File: src/shared/spi_ctrl_pkg.sv
// shared constants and types for the serial master register-side control
package spi_ctrl_pkg;
  // register byte offsets
  localparam logic [7:0] OFF_MASK    = 8'h14;
  localparam logic [7:0] OFF_RAW     = 8'h18;
  localparam logic [7:0] OFF_MASKED    = 8'h1c;
  localparam logic [7:0] OFF_CLEAR     = 8'h20;
  localparam logic [7:0] OFF_DMA       = 8'h24;
  localparam logic [7:0] OFF_RX_FRAMES = 8'h28;
  localparam logic [7:0] OFF_DUMMY     = 8'h2c;
  localparam logic [7:0] OFF_TX_FRAMES = 8'h30;
  localparam logic [7:0] OFF_PROGRESS  = 8'h34;
  localparam logic [7:0] OFF_TEST_CTRL = 8'h80;
  localparam logic [7:0] OFF_TEST_PORT = 8'h8c;
  // interrupt bit positions
  localparam int IRQ_W       = 6;
  localparam int BIT_ROR     = 0;
  localparam int BIT_RT      = 1;
  localparam int BIT_RX      = 2;
  localparam int BIT_TX      = 3;
  localparam int BIT_TUR     = 4;
  localparam int BIT_TE      = 5;
  // write-one clear positions
  localparam int CLR_ROR     = 0;
  localparam int CLR_RT      = 1;
  localparam int CLR_TUR     = 2;
  // dma control and test control positions
  localparam int BIT_RXDMA   = 0;
  localparam int BIT_TXDMA   = 2;
  localparam int BIT_SWAP    = 1;
  localparam int CNT_W       = 16;
  localparam logic [31:0] RESET_WORD = 32'h0000_0000;
  localparam logic [1:0]  RESP_OKAY  = 2'h0;
  localparam logic [1:0]  RESP_SLVERR = 2'h2;
  // interrupt sources from the shift engine and fifos
  typedef struct packed {
    logic te;
    logic tur;
    logic tx;
    logic rx;
    logic rt;
    logic ror;
  } irq_vec_s;
  // fifo access strobes toward the fifos
  typedef struct packed {
    logic        push;
    logic        pop;
    logic [31:0] data;
  } fifo_req_s;
endpackage : spi_ctrl_pkg

File: src/hw/spi_irq_dma_fifo_ctrl.sv
// register-side control: interrupts, dma requests, frame counts, fifo swap test port
`timescale 1ns/1ps
// Behaviour
// - masked status bits 0..5 are raw status ANDed with mask; upper bits zero.
// - mask bit one passes a source to the interrupt line, zero blocks it.
// - writing one to clear bit 0 clears receive overrun; zero does nothing.
// - writing one to clear bit 1 clears receive timeout.
// - writing one to clear bit 2 clears transmit underrun.
// - receive dma request only while dma control bit 0 is one.
// - transmit dma request only while dma control bit 2 is one; bit 1 reserved.
// - sixteen-bit read-write count of frames to receive from the slave.
// - sixteen-bit count of frames taken from the transmit fifo.
// - swap clear: test port write pushes transmit fifo, read pops receive fifo.
// - swap set: test port write pushes receive fifo, read pops transmit fifo.
// - thirty-two-bit test data port, reset zero, reads transmit fifo when swapped.
// - masked status resets to zero and is read-only.
module spi_irq_dma_fifo_ctrl #(
  parameter int FRAME_BITS = 8
) (
  input  wire logic                     aclk,
  input  wire logic                     aresetn,
  // axi4-lite slave
  input  wire logic [7:0]               s_axi_awaddr,
  input  wire logic                     s_axi_awvalid,
  output logic                          s_axi_awready,
  input  wire logic [31:0]              s_axi_wdata,
  input  wire logic [3:0]               s_axi_wstrb,
  input  wire logic                     s_axi_wvalid,
  output logic                          s_axi_wready,
  output logic [1:0]                    s_axi_bresp,
  output logic                          s_axi_bvalid,
  input  wire logic                     s_axi_bready,
  input  wire logic [7:0]               s_axi_araddr,
  input  wire logic                     s_axi_arvalid,
  output logic                          s_axi_arready,
  output logic [31:0]                   s_axi_rdata,
  output logic [1:0]                    s_axi_rresp,
  output logic                          s_axi_rvalid,
  input  wire logic                     s_axi_rready,
  // events and live conditions from the shift engine and fifos
  input  wire spi_ctrl_pkg::irq_vec_s   irq_src,
  input  wire logic                     rx_not_empty,
  input  wire logic                     tx_not_empty,
  input  wire logic [31:0]              tx_head_data,
  input  wire logic [31:0]              rx_head_data,
  // fifo strobes
  output spi_ctrl_pkg::fifo_req_s       tx_fifo_req,
  output spi_ctrl_pkg::fifo_req_s       rx_fifo_req,
  // dma and interrupt
  output logic                          rx_dma_req,
  output logic                          tx_dma_req,
  output logic                          irq,
  // link pins seen by the block
  input  wire logic                     sck_pin,
  input  wire logic                     cs_pin_n,
  output logic                          send_dummy,
  output logic [31:0]                   dummy_character
);

  typedef enum logic [1:0] {
    LINK_IDLE  = 2'b01,
    LINK_FRAME = 2'b10
  } link_state_e;

  // register state
  logic [spi_ctrl_pkg::IRQ_W-1:0] irq_mask_set_reg;
  logic [spi_ctrl_pkg::IRQ_W-1:0] sticky_reg;
  logic [spi_ctrl_pkg::IRQ_W-1:0] raw_irq_status;
  logic [spi_ctrl_pkg::IRQ_W-1:0] masked_irq_status;
  logic                           rx_single_dma_enable_reg;
  logic                           tx_single_dma_enable_reg;
  logic [spi_ctrl_pkg::CNT_W-1:0] rx_frame_count_reg;
  logic [spi_ctrl_pkg::CNT_W-1:0] tx_fifo_frame_count_reg;
  logic [31:0]                    dummy_character_reg;
  logic                           fifo_path_swap_reg;
  logic [31:0]                    fifo_test_data_port_reg;
  logic [spi_ctrl_pkg::CNT_W-1:0] frames_left_reg;

  // bus handshake state
  logic        aw_held_reg;
  logic        w_held_reg;
  logic [7:0]  waddr_reg;
  logic [31:0] wdata_reg;
  logic [3:0]  wstrb_reg;
  logic        wr_fire;
  logic        rd_fire;
  logic        aw_take;
  logic        w_take;
  logic        wr_hit;
  logic        rd_hit;
  logic [31:0] rd_word;
  logic [31:0] wmerged;
  logic        port_wr;
  logic        port_rd;
  logic        port_wr_d_reg;
  logic [31:0] rx_count_merged;
  logic [31:0] tx_count_merged;

  // link sampling state
  logic [1:0]  sck_sync_reg;
  logic [1:0]  cs_sync_reg;
  logic        sck_last_reg;
  logic        sck_rise;
  logic [7:0]  bit_cnt_reg;
  link_state_e link_state_reg;

  // address decode, shared by read and write paths
  function automatic logic known_addr(input logic [7:0] a);
    case (a)
      spi_ctrl_pkg::OFF_MASK, spi_ctrl_pkg::OFF_RAW, spi_ctrl_pkg::OFF_MASKED,
      spi_ctrl_pkg::OFF_CLEAR, spi_ctrl_pkg::OFF_DMA, spi_ctrl_pkg::OFF_RX_FRAMES,
      spi_ctrl_pkg::OFF_DUMMY, spi_ctrl_pkg::OFF_TX_FRAMES, spi_ctrl_pkg::OFF_PROGRESS,
      spi_ctrl_pkg::OFF_TEST_CTRL, spi_ctrl_pkg::OFF_TEST_PORT: known_addr = 1'b1;
      default: known_addr = 1'b0;
    endcase
  endfunction : known_addr

  // byte-lane merge of a write into an old word
  function automatic logic [31:0] merge(input logic [31:0] old, input logic [31:0] nw,
                                        input logic [3:0] be);
    logic [31:0] r;
    r = old;
    for (int i = 0; i < 4; i++) begin
      if (be[i]) begin
        r[i*8 +: 8] = nw[i*8 +: 8];
      end
    end
    merge = r;
  endfunction : merge

  // write channel: address and data taken independently, response after both
  assign s_axi_awready = !aw_held_reg && !s_axi_bvalid;
  assign s_axi_wready  = !w_held_reg && !s_axi_bvalid;
  assign aw_take = s_axi_awvalid && s_axi_awready;
  assign w_take  = s_axi_wvalid && s_axi_wready;
  assign wr_fire = aw_held_reg && w_held_reg && !s_axi_bvalid;
  assign wr_hit  = wr_fire && known_addr(waddr_reg);
  localparam logic [31:0] RESET_WORD_C = spi_ctrl_pkg::RESET_WORD;
  assign wmerged = merge(RESET_WORD_C, wdata_reg, wstrb_reg);
  // counts keep their old bytes where a lane is not strobed
  assign rx_count_merged = merge({16'h0000, rx_frame_count_reg}, wdata_reg, wstrb_reg);
  assign tx_count_merged = merge({16'h0000, tx_fifo_frame_count_reg}, wdata_reg, wstrb_reg);

  always_ff @(posedge aclk) begin
    if (!aresetn) begin
      aw_held_reg <= 1'b0;
      w_held_reg  <= 1'b0;
      waddr_reg   <= 8'h00;
      wdata_reg   <= 32'h0000_0000;
      wstrb_reg   <= 4'h0;
    end else begin
      if (aw_take) begin
        aw_held_reg <= 1'b1;
        waddr_reg   <= s_axi_awaddr;
      end else if (wr_fire) begin
        aw_held_reg <= 1'b0;
      end
      if (w_take) begin
        w_held_reg <= 1'b1;
        wdata_reg  <= s_axi_wdata;
        wstrb_reg  <= s_axi_wstrb;
      end else if (wr_fire) begin
        w_held_reg <= 1'b0;
      end
    end
  end

  // write response; unmapped addresses answer slverr
  always_ff @(posedge aclk) begin
    if (!aresetn) begin
      s_axi_bvalid <= 1'b0;
      s_axi_bresp  <= spi_ctrl_pkg::RESP_OKAY;
    end else if (wr_fire) begin
      s_axi_bvalid <= 1'b1;
      s_axi_bresp  <= wr_hit ? spi_ctrl_pkg::RESP_OKAY : spi_ctrl_pkg::RESP_SLVERR;
    end else if (s_axi_bready) begin
      s_axi_bvalid <= 1'b0;
    end
  end

  // control registers; reserved bits are simply not stored
  always_ff @(posedge aclk) begin
    if (!aresetn) begin
      irq_mask_set_reg         <= '0;
      rx_single_dma_enable_reg <= 1'b0;
      tx_single_dma_enable_reg <= 1'b0;
      rx_frame_count_reg       <= '0;
      tx_fifo_frame_count_reg  <= '0;
      dummy_character_reg      <= 32'h0000_0000;
      fifo_path_swap_reg       <= 1'b0;
    end else if (wr_hit) begin
      case (waddr_reg)
        spi_ctrl_pkg::OFF_MASK:
          irq_mask_set_reg <= wmerged[spi_ctrl_pkg::IRQ_W-1:0];
        spi_ctrl_pkg::OFF_DMA: begin
          rx_single_dma_enable_reg <= wmerged[spi_ctrl_pkg::BIT_RXDMA];
          tx_single_dma_enable_reg <= wmerged[spi_ctrl_pkg::BIT_TXDMA];
        end
        spi_ctrl_pkg::OFF_RX_FRAMES:
          rx_frame_count_reg <= rx_count_merged[spi_ctrl_pkg::CNT_W-1:0];
        spi_ctrl_pkg::OFF_TX_FRAMES:
          tx_fifo_frame_count_reg <= tx_count_merged[spi_ctrl_pkg::CNT_W-1:0];
        spi_ctrl_pkg::OFF_DUMMY:
          dummy_character_reg <= merge(dummy_character_reg, wdata_reg, wstrb_reg);
        spi_ctrl_pkg::OFF_TEST_CTRL:
          fifo_path_swap_reg <= wmerged[spi_ctrl_pkg::BIT_SWAP];
        default: ;
      endcase
    end
  end

  // read channel: one read at a time, data registered
  assign s_axi_arready = !s_axi_rvalid;
  assign rd_fire = s_axi_arvalid && s_axi_arready;
  assign rd_hit  = rd_fire && known_addr(s_axi_araddr);
  assign port_rd = rd_hit && (s_axi_araddr == spi_ctrl_pkg::OFF_TEST_PORT);
  assign port_wr = wr_hit && (waddr_reg == spi_ctrl_pkg::OFF_TEST_PORT);

  // read mux; the test port read shows the head of the selected fifo
  always_comb begin
    rd_word = 32'h0000_0000;
    case (s_axi_araddr)
      spi_ctrl_pkg::OFF_MASK:  rd_word[spi_ctrl_pkg::IRQ_W-1:0] = irq_mask_set_reg;
      spi_ctrl_pkg::OFF_RAW:   rd_word[spi_ctrl_pkg::IRQ_W-1:0] = raw_irq_status;
      spi_ctrl_pkg::OFF_MASKED: rd_word[spi_ctrl_pkg::IRQ_W-1:0] = masked_irq_status;
      spi_ctrl_pkg::OFF_DMA: begin
        rd_word[spi_ctrl_pkg::BIT_RXDMA] = rx_single_dma_enable_reg;
        rd_word[spi_ctrl_pkg::BIT_TXDMA] = tx_single_dma_enable_reg;
      end
      spi_ctrl_pkg::OFF_RX_FRAMES: rd_word[spi_ctrl_pkg::CNT_W-1:0] = rx_frame_count_reg;
      spi_ctrl_pkg::OFF_DUMMY: rd_word = dummy_character_reg;
      spi_ctrl_pkg::OFF_TX_FRAMES: rd_word[spi_ctrl_pkg::CNT_W-1:0] = tx_fifo_frame_count_reg;
      spi_ctrl_pkg::OFF_PROGRESS: rd_word[spi_ctrl_pkg::CNT_W-1:0] = frames_left_reg;
      spi_ctrl_pkg::OFF_TEST_CTRL: rd_word[spi_ctrl_pkg::BIT_SWAP] = fifo_path_swap_reg;
      spi_ctrl_pkg::OFF_TEST_PORT: rd_word = fifo_path_swap_reg ? tx_head_data
                                                                : rx_head_data;
      default:                 rd_word = 32'h0000_0000;
    endcase
  end

  always_ff @(posedge aclk) begin
    if (!aresetn) begin
      s_axi_rvalid <= 1'b0;
      s_axi_rdata  <= 32'h0000_0000;
      s_axi_rresp  <= spi_ctrl_pkg::RESP_OKAY;
    end else if (rd_fire) begin
      s_axi_rvalid <= 1'b1;
      s_axi_rdata  <= rd_word;
      s_axi_rresp  <= rd_hit ? spi_ctrl_pkg::RESP_OKAY : spi_ctrl_pkg::RESP_SLVERR;
    end else if (s_axi_rready) begin
      s_axi_rvalid <= 1'b0;
    end
  end

  // test port: direction of push and pop follows the swap bit
  always_comb begin
    tx_fifo_req      = '0;
    rx_fifo_req      = '0;
    tx_fifo_req.data = fifo_test_data_port_reg;
    rx_fifo_req.data = fifo_test_data_port_reg;
    if (fifo_path_swap_reg) begin
      rx_fifo_req.push = port_wr_d_reg;
      tx_fifo_req.pop  = port_rd && tx_not_empty;
    end else begin
      tx_fifo_req.push = port_wr_d_reg;
      rx_fifo_req.pop  = port_rd && rx_not_empty;
    end
  end

  // push lags the write by a cycle so the data comes from the held register
  always_ff @(posedge aclk) begin
    if (!aresetn) begin
      port_wr_d_reg           <= 1'b0;
      fifo_test_data_port_reg <= 32'h0000_0000;
    end else begin
      port_wr_d_reg <= port_wr;
      if (port_wr) begin
        fifo_test_data_port_reg <= merge(fifo_test_data_port_reg, wdata_reg, wstrb_reg);
      end else if (port_rd) begin
        fifo_test_data_port_reg <= rd_word;
      end
    end
  end

  // sticky events: a new event wins over a clear in the same cycle
  always_ff @(posedge aclk) begin
    if (!aresetn) begin
      sticky_reg <= '0;
    end else begin
      for (int i = 0; i < spi_ctrl_pkg::IRQ_W; i++) begin
        if (irq_src[i]) begin
          sticky_reg[i] <= 1'b1;
        end
      end
      if (wr_hit && waddr_reg == spi_ctrl_pkg::OFF_CLEAR) begin
        if (wmerged[spi_ctrl_pkg::CLR_ROR] && !irq_src.ror)
          sticky_reg[spi_ctrl_pkg::BIT_ROR] <= 1'b0;
        if (wmerged[spi_ctrl_pkg::CLR_RT] && !irq_src.rt)
          sticky_reg[spi_ctrl_pkg::BIT_RT] <= 1'b0;
        if (wmerged[spi_ctrl_pkg::CLR_TUR] && !irq_src.tur)
          sticky_reg[spi_ctrl_pkg::BIT_TUR] <= 1'b0;
      end
    end
  end

  // level sources pass straight through; only three bits are sticky
  always_comb begin
    raw_irq_status = sticky_reg;
    raw_irq_status[spi_ctrl_pkg::BIT_RX] = irq_src.rx;
    raw_irq_status[spi_ctrl_pkg::BIT_TX] = irq_src.tx;
    raw_irq_status[spi_ctrl_pkg::BIT_TE] = irq_src.te;
  end
  assign masked_irq_status = raw_irq_status & irq_mask_set_reg;
  assign irq = |masked_irq_status;

  // single dma requests gated by their enables
  assign rx_dma_req = rx_single_dma_enable_reg && rx_not_empty;
  assign tx_dma_req = tx_single_dma_enable_reg && irq_src.tx;

  // link pins are asynchronous: two flops before any use
  always_ff @(posedge aclk) begin
    if (!aresetn) begin
      sck_sync_reg <= 2'b00;
      cs_sync_reg  <= 2'b11;
      sck_last_reg <= 1'b0;
    end else begin
      sck_sync_reg <= {sck_sync_reg[0], sck_pin};
      cs_sync_reg  <= {cs_sync_reg[0], cs_pin_n};
      sck_last_reg <= sck_sync_reg[1];
    end
  end
  assign sck_rise = sck_sync_reg[1] && !sck_last_reg;

  // frame counting; remaining receive frames reload at each select
  always_ff @(posedge aclk) begin
    if (!aresetn) begin
      link_state_reg  <= LINK_IDLE;
      bit_cnt_reg     <= 8'h00;
      frames_left_reg <= '0;
    end else begin
      unique case (link_state_reg)
        LINK_IDLE: begin
          bit_cnt_reg <= 8'h00;
          if (!cs_sync_reg[1]) begin
            link_state_reg  <= LINK_FRAME;
            frames_left_reg <= rx_frame_count_reg;
          end
        end
        LINK_FRAME: begin
          if (cs_sync_reg[1]) begin
            link_state_reg <= LINK_IDLE;
          end else if (sck_rise) begin
            if (bit_cnt_reg == 8'(FRAME_BITS - 1)) begin
              bit_cnt_reg <= 8'h00;
              if (frames_left_reg != '0) begin
                frames_left_reg <= frames_left_reg - 1'b1;
              end
            end else begin
              bit_cnt_reg <= bit_cnt_reg + 8'h01;
            end
          end
        end
      endcase
    end
  end

  // dummy word goes out when receive frames remain but nothing is queued
  always_ff @(posedge aclk) begin
    if (!aresetn) begin
      send_dummy      <= 1'b0;
      dummy_character <= 32'h0000_0000;
    end else begin
      send_dummy      <= (link_state_reg == LINK_FRAME) && (frames_left_reg != '0)
                         && !tx_not_empty;
      dummy_character <= dummy_character_reg;
    end
  end
endmodule : spi_irq_dma_fifo_ctrl

File: config.mk
export PLATFORM = sky130hd
export DESIGN_NAME = spi_irq_dma_fifo_ctrl
export DESIGN_NICKNAME = d
export VERILOG_FILES = /design/src/shared/spi_ctrl_pkg.sv /design/src/hw/spi_irq_dma_fifo_ctrl.sv
export SDC_FILE = /design/constraint.sdc
export NUM_CORES = 1
export LEC_CHECK = 0
export BUFFER_PORTS_ARGS = -buffer_cell sky130_fd_sc_hd__buf_2
export CAP_MARGIN = 40
export CORE_ASPECT_RATIO = 1.2
export CORE_MARGIN = 1
export CORE_UTILIZATION = 58
export CTS_BUF_LIST = sky130_fd_sc_hd__clkbuf_2
export CTS_CLUSTER_DIAMETER = 120
export DETAILED_ROUTE_END_ITERATION = 8
export PLACE_DENSITY = 0.85
export SETUP_SLACK_MARGIN = 0.3
export SLEW_MARGIN = 10
export SYNTH_ARGS = -nofsm -noshare
export SYNTH_HDL_FRONTEND = slang
export SYNTH_SLANG_ARGS = --single-unit
export TNS_END_PERCENT = 30
File: constraint.sdc
create_clock -name aclk -period 4 [get_ports aclk]
set_clock_uncertainty 0.1 [all_clocks]
set_input_delay 0.6 -clock aclk [delete_from_list [all_inputs] [get_ports aclk]]
set_output_delay 0.6 -clock aclk [all_outputs]
set_load 0.05 [all_outputs]
# After elaboration in Yosys (flattened, before gate mapping)
# Index checks and enable logic that the tools add are counted.
# totals
reg_bits	257
wordCells	182
# classes
addsub	2
eq_ne	35
n_mux	50
n_bitwise	1
n_reduce_logical	58
# ops
op	count
8-bit by 6-bit == test with 1-bit output (second input constant)	12
32-bit two-way mux	3
16-bit two-way mux	5
16-bit one-hot mux with 2 select lines	2
8-bit two-way mux	7
10-bit one-hot mux with 5 select lines	1
8-bit by 5-bit == test with 1-bit output (second input constant)	6
8-bit == test (second input constant)	4
1-bit one-hot mux with 9 select lines	3
3-bit one-hot mux with 8 select lines	1
3-bit AND reduction	8
1-bit logical AND	22
11-bit OR reduction	2
1-bit two-way mux	20
2-bit inequality test (second input constant)	10
2-bit AND reduction	9
8-bit one-hot mux with 2 select lines	1
16-bit nonzero test	1
16-bit by 1-bit subtractor with 16-bit output (second input constant)	1
2-bit two-way mux	5
2-bit nonzero test	5
1-bit zero test	9
8-bit by 1-bit adder with 8-bit output (second input constant)	1
8-bit by 3-bit == test with 1-bit output (second input constant)	1
7 further kinds	7

# Logic depth before layout (Yosys ltp)
# Gate-level depths: netlist of the first run.
# logic_depth
word_depth	7
mapped_depth	8

# Worst setup path after synthesis of the first run
# Ideal clock, no wire load.
# synth_path
path_kind	input to output
from	input s_axi_araddr[5]
to	output rx_fifo_req[32] (netlist name)
t_arrival_ps	2291
setup_slack_ps	1009
cell_stages	4
n_path_buf	1
path_cell_list	clkbuf_1 > or4b_2 > nor3_4 > and3b_1
# synth_rtl
element	line	text
start: declaration	spi_irq_dma_fifo_ctrl.sv:33	input wire logic [7:0] s_axi_araddr,
end: declaration	spi_irq_dma_fifo_ctrl.sv:48	output spi_ctrl_pkg::fifo_req_s rx_fifo_req,

==> impl_metrics.tcl, run 1 <==
set metrics [dict create \
    wl_per_cell_um 18.8 \
    cts_resized 0 \
    regArea_um2 5110 \
    die_x_um 132 \
    finalWeightedCongestion 0.957 \
    synthTopCellsByArea "dfxtp_1 43%, nand2_1 9.7%, a21oi_1 5.7%" \
    finalCritPeriodShare_pct 84.3 \
    vdd_drop_max_uv 205 \
    cap_viol_max_count 0 \
    synth_edf_count 0 \
    synth_seq_cells 255 \
    fillers 1552 \
    synth.distinct_cells 76 \
    crit_chain "buf_4 -> and3_1 -> buf_2" \
    async_flop_share_pct 0 \
    clock.fmax_mhz 296 \
    clock_sinks 255 \
    slew_headroom_pct 37.8 \
    numPortBuffers 275 \
    clk_latency_ns 0.89 \
    post_dp_cell_area_um2 13100 \
    synth_top_cell_area_share_pct 43.4 \
    cts_tree "yes" \
    hold_class "input pin to flop" \
    final_area_um2 14200 \
    numCtsBuffers 59 \
    drt-total-wl_um 38900 \
    slew_violations 0 \
    layout-drive-gt1-share_pct 24.1 \
    seq_area_frac_synth_pct 43.4 \
    p_per_area_nw_per_um2 351 \
    hold_viol_final 0 \
    worstPathArrival_ns 2.67 \
    largest_register_ffs 64 \
    leakagePower_nw 6.13 \
    yosys_warnings 0 \
    synth_common_cells "303 x nand2_1, 255 x dfxtp_1, 133 x a21oi_1" \
    cp_max_fo 20 \
    gr-usage-all-layers_pct 36.3 \
    chipHeight_um 158 \
    total_power_mw 4.98 \
    tns_ns 0 \
    min_path_cells 5 \
    h-tree-depth 2 \
    grt_pass1_vias 11510 \
    dieArea_um2 20900 \
    cts_root_buffer "clkbuf_2" \
    syn_area_um2 11800 \
    drtIter0Drc 1232 \
    critical_path_class "flop to primary output" \
    grt_max_degree 62 \
    grt-ovfl-total 0 \
    max_stage_delay_ns 0.74 \
    num_rows 56 \
    synthFlopType "dfxtp_1" \
    start_kind "flop" \
    multiInputGateArea_um2 5870 \
    ff2ff_path_depth 6 \
    ant_nets 0 \
    tightest_slew_ns 0.924 \
    post_cts_buffers 0 \
    status "completed" \
    syn-instance-count 1477 \
    dp_hpwl_um 26700 \
    antenna_found_initial 3 \
    yosysMostFrequentCell "nand2_1" \
    start_util_pct 59.8 \
    yosys.area.top_type "dfxtp_1" \
    cts_buffer_depth 3 \
    drc_errors 0 \
    finalCriticalPeriod_ns 3.37 \
    io-pin-count 278 \
    grt_pass1_wl_um 59300 \
    syn2layout_area_growth_pct 20.3 \
    firstDrtPassIters 6 \
    vias 12321 \
    rsz0062_at_grt "false" \
    finalNetCount 1892 \
    fp.coreArea_um2 19700 \
    end_kind "primary output" \
    final-setup-viol-count 0 \
    via_per_inst 5.96 \
    cp.required_ns 3.30 \
    cpMaxStageDelayCell "dfxtp_2" \
    path_clk_slew_ns 0.12 \
    syn_area_per_cell_um2 7.97 \
]
==> worst max-delay path: cells and delay by family (launching register included) <==
kind	cells	cell delay, ns
buffers and inverters	2	0.76
flip-flops	1	0.74
AND/OR/NAND/NOR	1	0.28
==> cell families after synthesis <==
kind of cell / share of synthesized area (%)
AO/OA/AOI/OAI: 17.6
XOR/XNOR: 0.446
adder cells (fa/ha/maj): 0.319
buffers and inverters: 7.11
flip-flops: 43.4
multiplexers: 5.82
other: 0.0319
AND/OR/NAND/NOR: 25.3
==> where the power goes <==
part / total (mW) / switching [mW] / internal (mW)
registers: 2.67 / 0.0712 / 2.59
logic: 0.593 / 0.379 / 0.214
clock network: 1.72 / 1.05 / 0.665
==> placed cells by master, fill, tap and decap left out, drive strengths merged, types with 6 or more instances in the layout <==
| cell | count |
|---|---|
| nor2 | 55 |
| clkbuf | 89 |
| dlygate4sd3 | 53 |
| o2bb2a | 6 |
| nor3b | 6 |
| or3b | 6 |
| o22ai | 12 |
| nand3b | 13 |
| nor3 | 25 |
| a31oi | 28 |
| or3 | 6 |
| clkinv | 20 |
| o211ai | 8 |
| and2 | 15 |
| and3b | 20 |
| a21oi | 133 |
| nor2b | 6 |
| o21ai | 119 |
| nand3 | 103 |
| nand2b | 17 |
| a211oi | 7 |
| nand4 | 6 |
| nand2 | 304 |
| or4 | 8 |
| buf | 298 |
| inv | 48 |
| mux2i | 60 |
| dfxtp | 255 |
| and3 | 7 |
==> layout make-up <==
cell class	instances	area share, %
Antenna cell	2	0.0353
Timing Repair Buffer	351	14.9
Sequential cell	255	36.1
Inverter	48	1.28
Tap cell	261	2.31
Clock inverter	21	0.804
Clock buffer	89	3.15
Multi-Input combinational cell	1041	41.5
==> path summary, 6_finish.rpt <==
check / start / end / slack (ns)
setup / recovery: fifo_path_swap_reg$_SDFFE_PN0P_ / tx_fifo_req[32] / 0.63
hold / removal: rx_head_data[13] / fifo_test_data_port_reg[13]$_SDFFE_PN0P_ / 0.06
setup reg to reg: waddr_reg[7]$_SDFFE_PN0P_ / fifo_test_data_port_reg[22]$_SDFFE_PN0P_ / 1.23
hold reg to reg: sck_sync_reg[0]$_SDFF_PN0_ / sck_sync_reg[1]$_SDFF_PN0_ / 0.35
==> per-stage QoR <==
step / setup WS, ns / util, % / hold slack, ns / std cells
floorplan: 1.01 / - / 0.286 / 1478
global placement: 0.809 / 66.1 / 0.291 / 1900
detailed placement: 0.766 / 66.4 / 0.315 / 1903
CTS: 0.604 / 71.9 / 0.00671 / 2066
global route: 0.533 / 71.9 / 0.0290 / 2068
finish: 0.626 / 71.9 / 0.0561 / 2068
==> per-layer routing <==
layer | routed length, µm | part of all wire, % | track usage (%)
met4 | 2270 | 5.8 | 22.2
met3 | 3410 | 8.8 | 7.43
met1 | 14100 | 36 | 39.6
met2 | 19100 | 49 | 65.1
met5 | 8 | 0.021 | 0
==> repair_timing <==
item,CTS,global route
hold buffers,53,0
endpoints found under the setup margin,0,0
endpoints found under the hold margin,53,0
(Power assumes the default switching activity.)
==> run 2, diff against run 1 <==
--- a/config.mk
+++ b/config.mk
@@ -9,11 +9,11 @@
 export CAP_MARGIN = 40
 export CORE_ASPECT_RATIO = 1.2
 export CORE_MARGIN = 1
-export CORE_UTILIZATION = 58
+export CORE_UTILIZATION = 56
 export CTS_BUF_LIST = sky130_fd_sc_hd__clkbuf_2
 export CTS_CLUSTER_DIAMETER = 120
 export DETAILED_ROUTE_END_ITERATION = 8
-export PLACE_DENSITY = 0.85
+export PLACE_DENSITY = 0.83
 export SETUP_SLACK_MARGIN = 0.3
 export SLEW_MARGIN = 10
 export SYNTH_ARGS = -nofsm -noshare
==> constraint.sdc (replaced) <==
create_clock -name aclk -period 3.2 [get_ports aclk]
set_clock_uncertainty 0.1 [all_clocks]
set_input_delay 0.48 -clock aclk [delete_from_list [all_inputs] [get_ports aclk]]
set_output_delay 0.48 -clock aclk [all_outputs]
set_load 0.05 [all_outputs]
==> run 2 against run 1 <==
Net effect:
- register-to-register slack got worse by 0.71 ns
- via count increased by 1.2%
- routed wire length increased by 3.8%
- critical path type unchanged
==> impl_metrics.tcl, run 2 (synthesis results as in run 1) <==
set metrics [dict create \
    drt-total-wl_um 40400 \
    cp-endpoint "rx_fifo_req[32]" \
    ant_nets 0 \
    dp_hpwl_um 26700 \
    fp.coreArea_um2 20400 \
    gr-usage-all-layers_pct 36.4 \
    r2r_start "waddr_reg[4]$_SDFFE_PN0P_" \
    clk_latency_ns 0.89 \
    post_cts_buffers 0 \
    antenna_found_initial 4 \
    finalNetCount 1932 \
    rrSetupSlack_ns 0.52 \
    worstPathArrival_ns 2.28 \
    dieArea_um2 21600 \
    start_util_pct 57.7 \
    largest_register_ffs 64 \
    hold_viol_final 0 \
    finalCritPeriodShare_pct 89.5 \
    cts_tree "yes" \
    io-pin-count 278 \
    syn2layout_area_growth_pct 23.0 \
    slew_violations 0 \
    die_x_um 134 \
    hold_class "input pin to flop" \
    layout_common_cells "303 x nand2_1, 273 x buf_2, 254 x dfxtp_1, 133 x a21oi_1, 106 x o21ai_0" \
    path_clk_slew_ns 0.09 \
    grt_max_degree 62 \
    vias 12464 \
    final-setup-viol-count 0 \
    cp_max_fo 5 \
    grt-ovfl-total 0 \
    crit_chain "nand2b_1 -> nor3_4 -> and3b_1 -> buf_2" \
    final_common_cell "nand2_1" \
    via_per_inst 5.94 \
    cp.required_ns 2.62 \
    tightest_slew_ns 0.826 \
    grt_pass1_wl_um 61600 \
    grt_pass1_vias 11822 \
    numPortBuffers 275 \
    chipHeight_um 161 \
    cap_viol_max_count 0 \
    finalWeightedCongestion 0.964 \
    crit_start "s_axi_rvalid$_SDFFE_PN0P_" \
    p_per_area_nw_per_um2 424 \
    leakagePower_nw 6.26 \
    clock.fmax_mhz 349 \
    firstDrtPassIters 9 \
    slew_headroom_pct 44.6 \
    finalCriticalPeriod_ns 2.86 \
    vdd_drop_max_uv 312 \
    layout-drive-gt1-share_pct 23.5 \
    wl_per_cell_um 19.2 \
    fillers 1606 \
    max_stage_delay_ns 0.38 \
    critical_path_class "flop to primary output" \
    num_rows 57 \
    drc_errors 0 \
    clock_sinks 255 \
    numCtsBuffers 58 \
    tns_ns 0 \
    drtIter0Drc 1189 \
    status "completed" \
    end_kind "primary output" \
    worst_r2r_endpoint "tx_fifo_frame_count_reg[13]$_SDFFE_PN0P_" \
    cpMaxStageDelayCell "dfxtp_1" \
    start_kind "flop" \
    cts_root_buffer "clkbuf_2" \
    h-tree-depth 2 \
    cts_buffer_depth 3 \
    ff2ff_path_depth 5 \
    rsz0062_at_grt "true" \
    total_power_mw 6.15 \
]
-- run 2: cell type report --
class	instances	area (µm²)	area share (%)
multi-input combinational	1041	5870	40.5
inverter	48	181	1.25
clock inverter	15	90.1	0.622
clock buffer	77	385	2.66
sequential	255	5110	35.3
antenna	5	12.5	0.0864
tap	265	332	2.29
timing repair buffer	392	2510	17.3
-- run 2: critical path: cells and delay by family (launching register included) --
kind                   cells  cell delay [ns]
AND/OR/NAND/NOR            3             0.78
buffers and inverters      1             0.26
flip-flops                 1             0.38
-- run 2: worst min-delay path by stage --
stage / endpoint / depth (start not counted) / slack, ns / startpoint
6_report: s_axi_rdata[25]$_SDFFE_PN0P_ / 5 / 0.03 / rx_head_data[25]
5_1_grt: s_axi_rdata[27]$_SDFFE_PN0P_ / 5 / 0.06 / rx_head_data[27]
4_1_cts: s_axi_rdata[23]$_SDFFE_PN0P_ / 5 / 0.01 / rx_head_data[23]
3_5_place_dp: cs_sync_reg[1]$_SDFF_PN1_ / 1 / 0.29 / cs_sync_reg[0]$_SDFF_PN1_
3_3_place_gp: cs_sync_reg[1]$_SDFF_PN1_ / 1 / 0.29 / cs_sync_reg[0]$_SDFF_PN1_
2_1_floorplan: cs_sync_reg[1]$_SDFF_PN1_ / 1 / 0.29 / cs_sync_reg[0]$_SDFF_PN1_
-- run 2: timing repair --
action                                  4_1_cts  5_1_grt
resized for setup                             0        2
endpoints found under the setup margin        0        3
hold buffers                                 85        0
endpoints found under the hold margin       101        0
-- run 2: per-stage QoR --
| step | hold slack (ns) | setup WS, ns | std cells | cell area (µm²) | utilization [%] |
|---|---|---|---|---|---|
| after CTS | 0.0126 | 0.313 | 2093 | 14500 | 70.9 |
| after global routing | 0.0588 | 0.277 | 2095 | 14500 | 71.0 |
| after detailed placement | 0.294 | 0.553 | 1916 | 13100 | 64.4 |
| after global placement | 0.291 | 0.554 | 1915 | 13100 | 64.3 |
| final | 0.0287 | 0.336 | 2098 | 14500 | 71.0 |
| after floorplan | 0.286 | 0.449 | 1478 | 11800 | - |
-- run 2: metal layers --
metal  global-route usage, %  routed length [µm]  share of wire, %
met5                       0                  10             0.025
met3                    7.17                3780               9.4
met2                    62.9               19600                49
met4                    24.8                2800               6.9
met1                    40.3               14200                35
-- run 2: where the power goes --
group          internal (mW)  switching, mW  leakage [nW]
registers               3.24         0.0922          2.07
clock network          0.725           1.30         0.362
logic                  0.303          0.488          3.83
total                   4.27           1.88          6.26
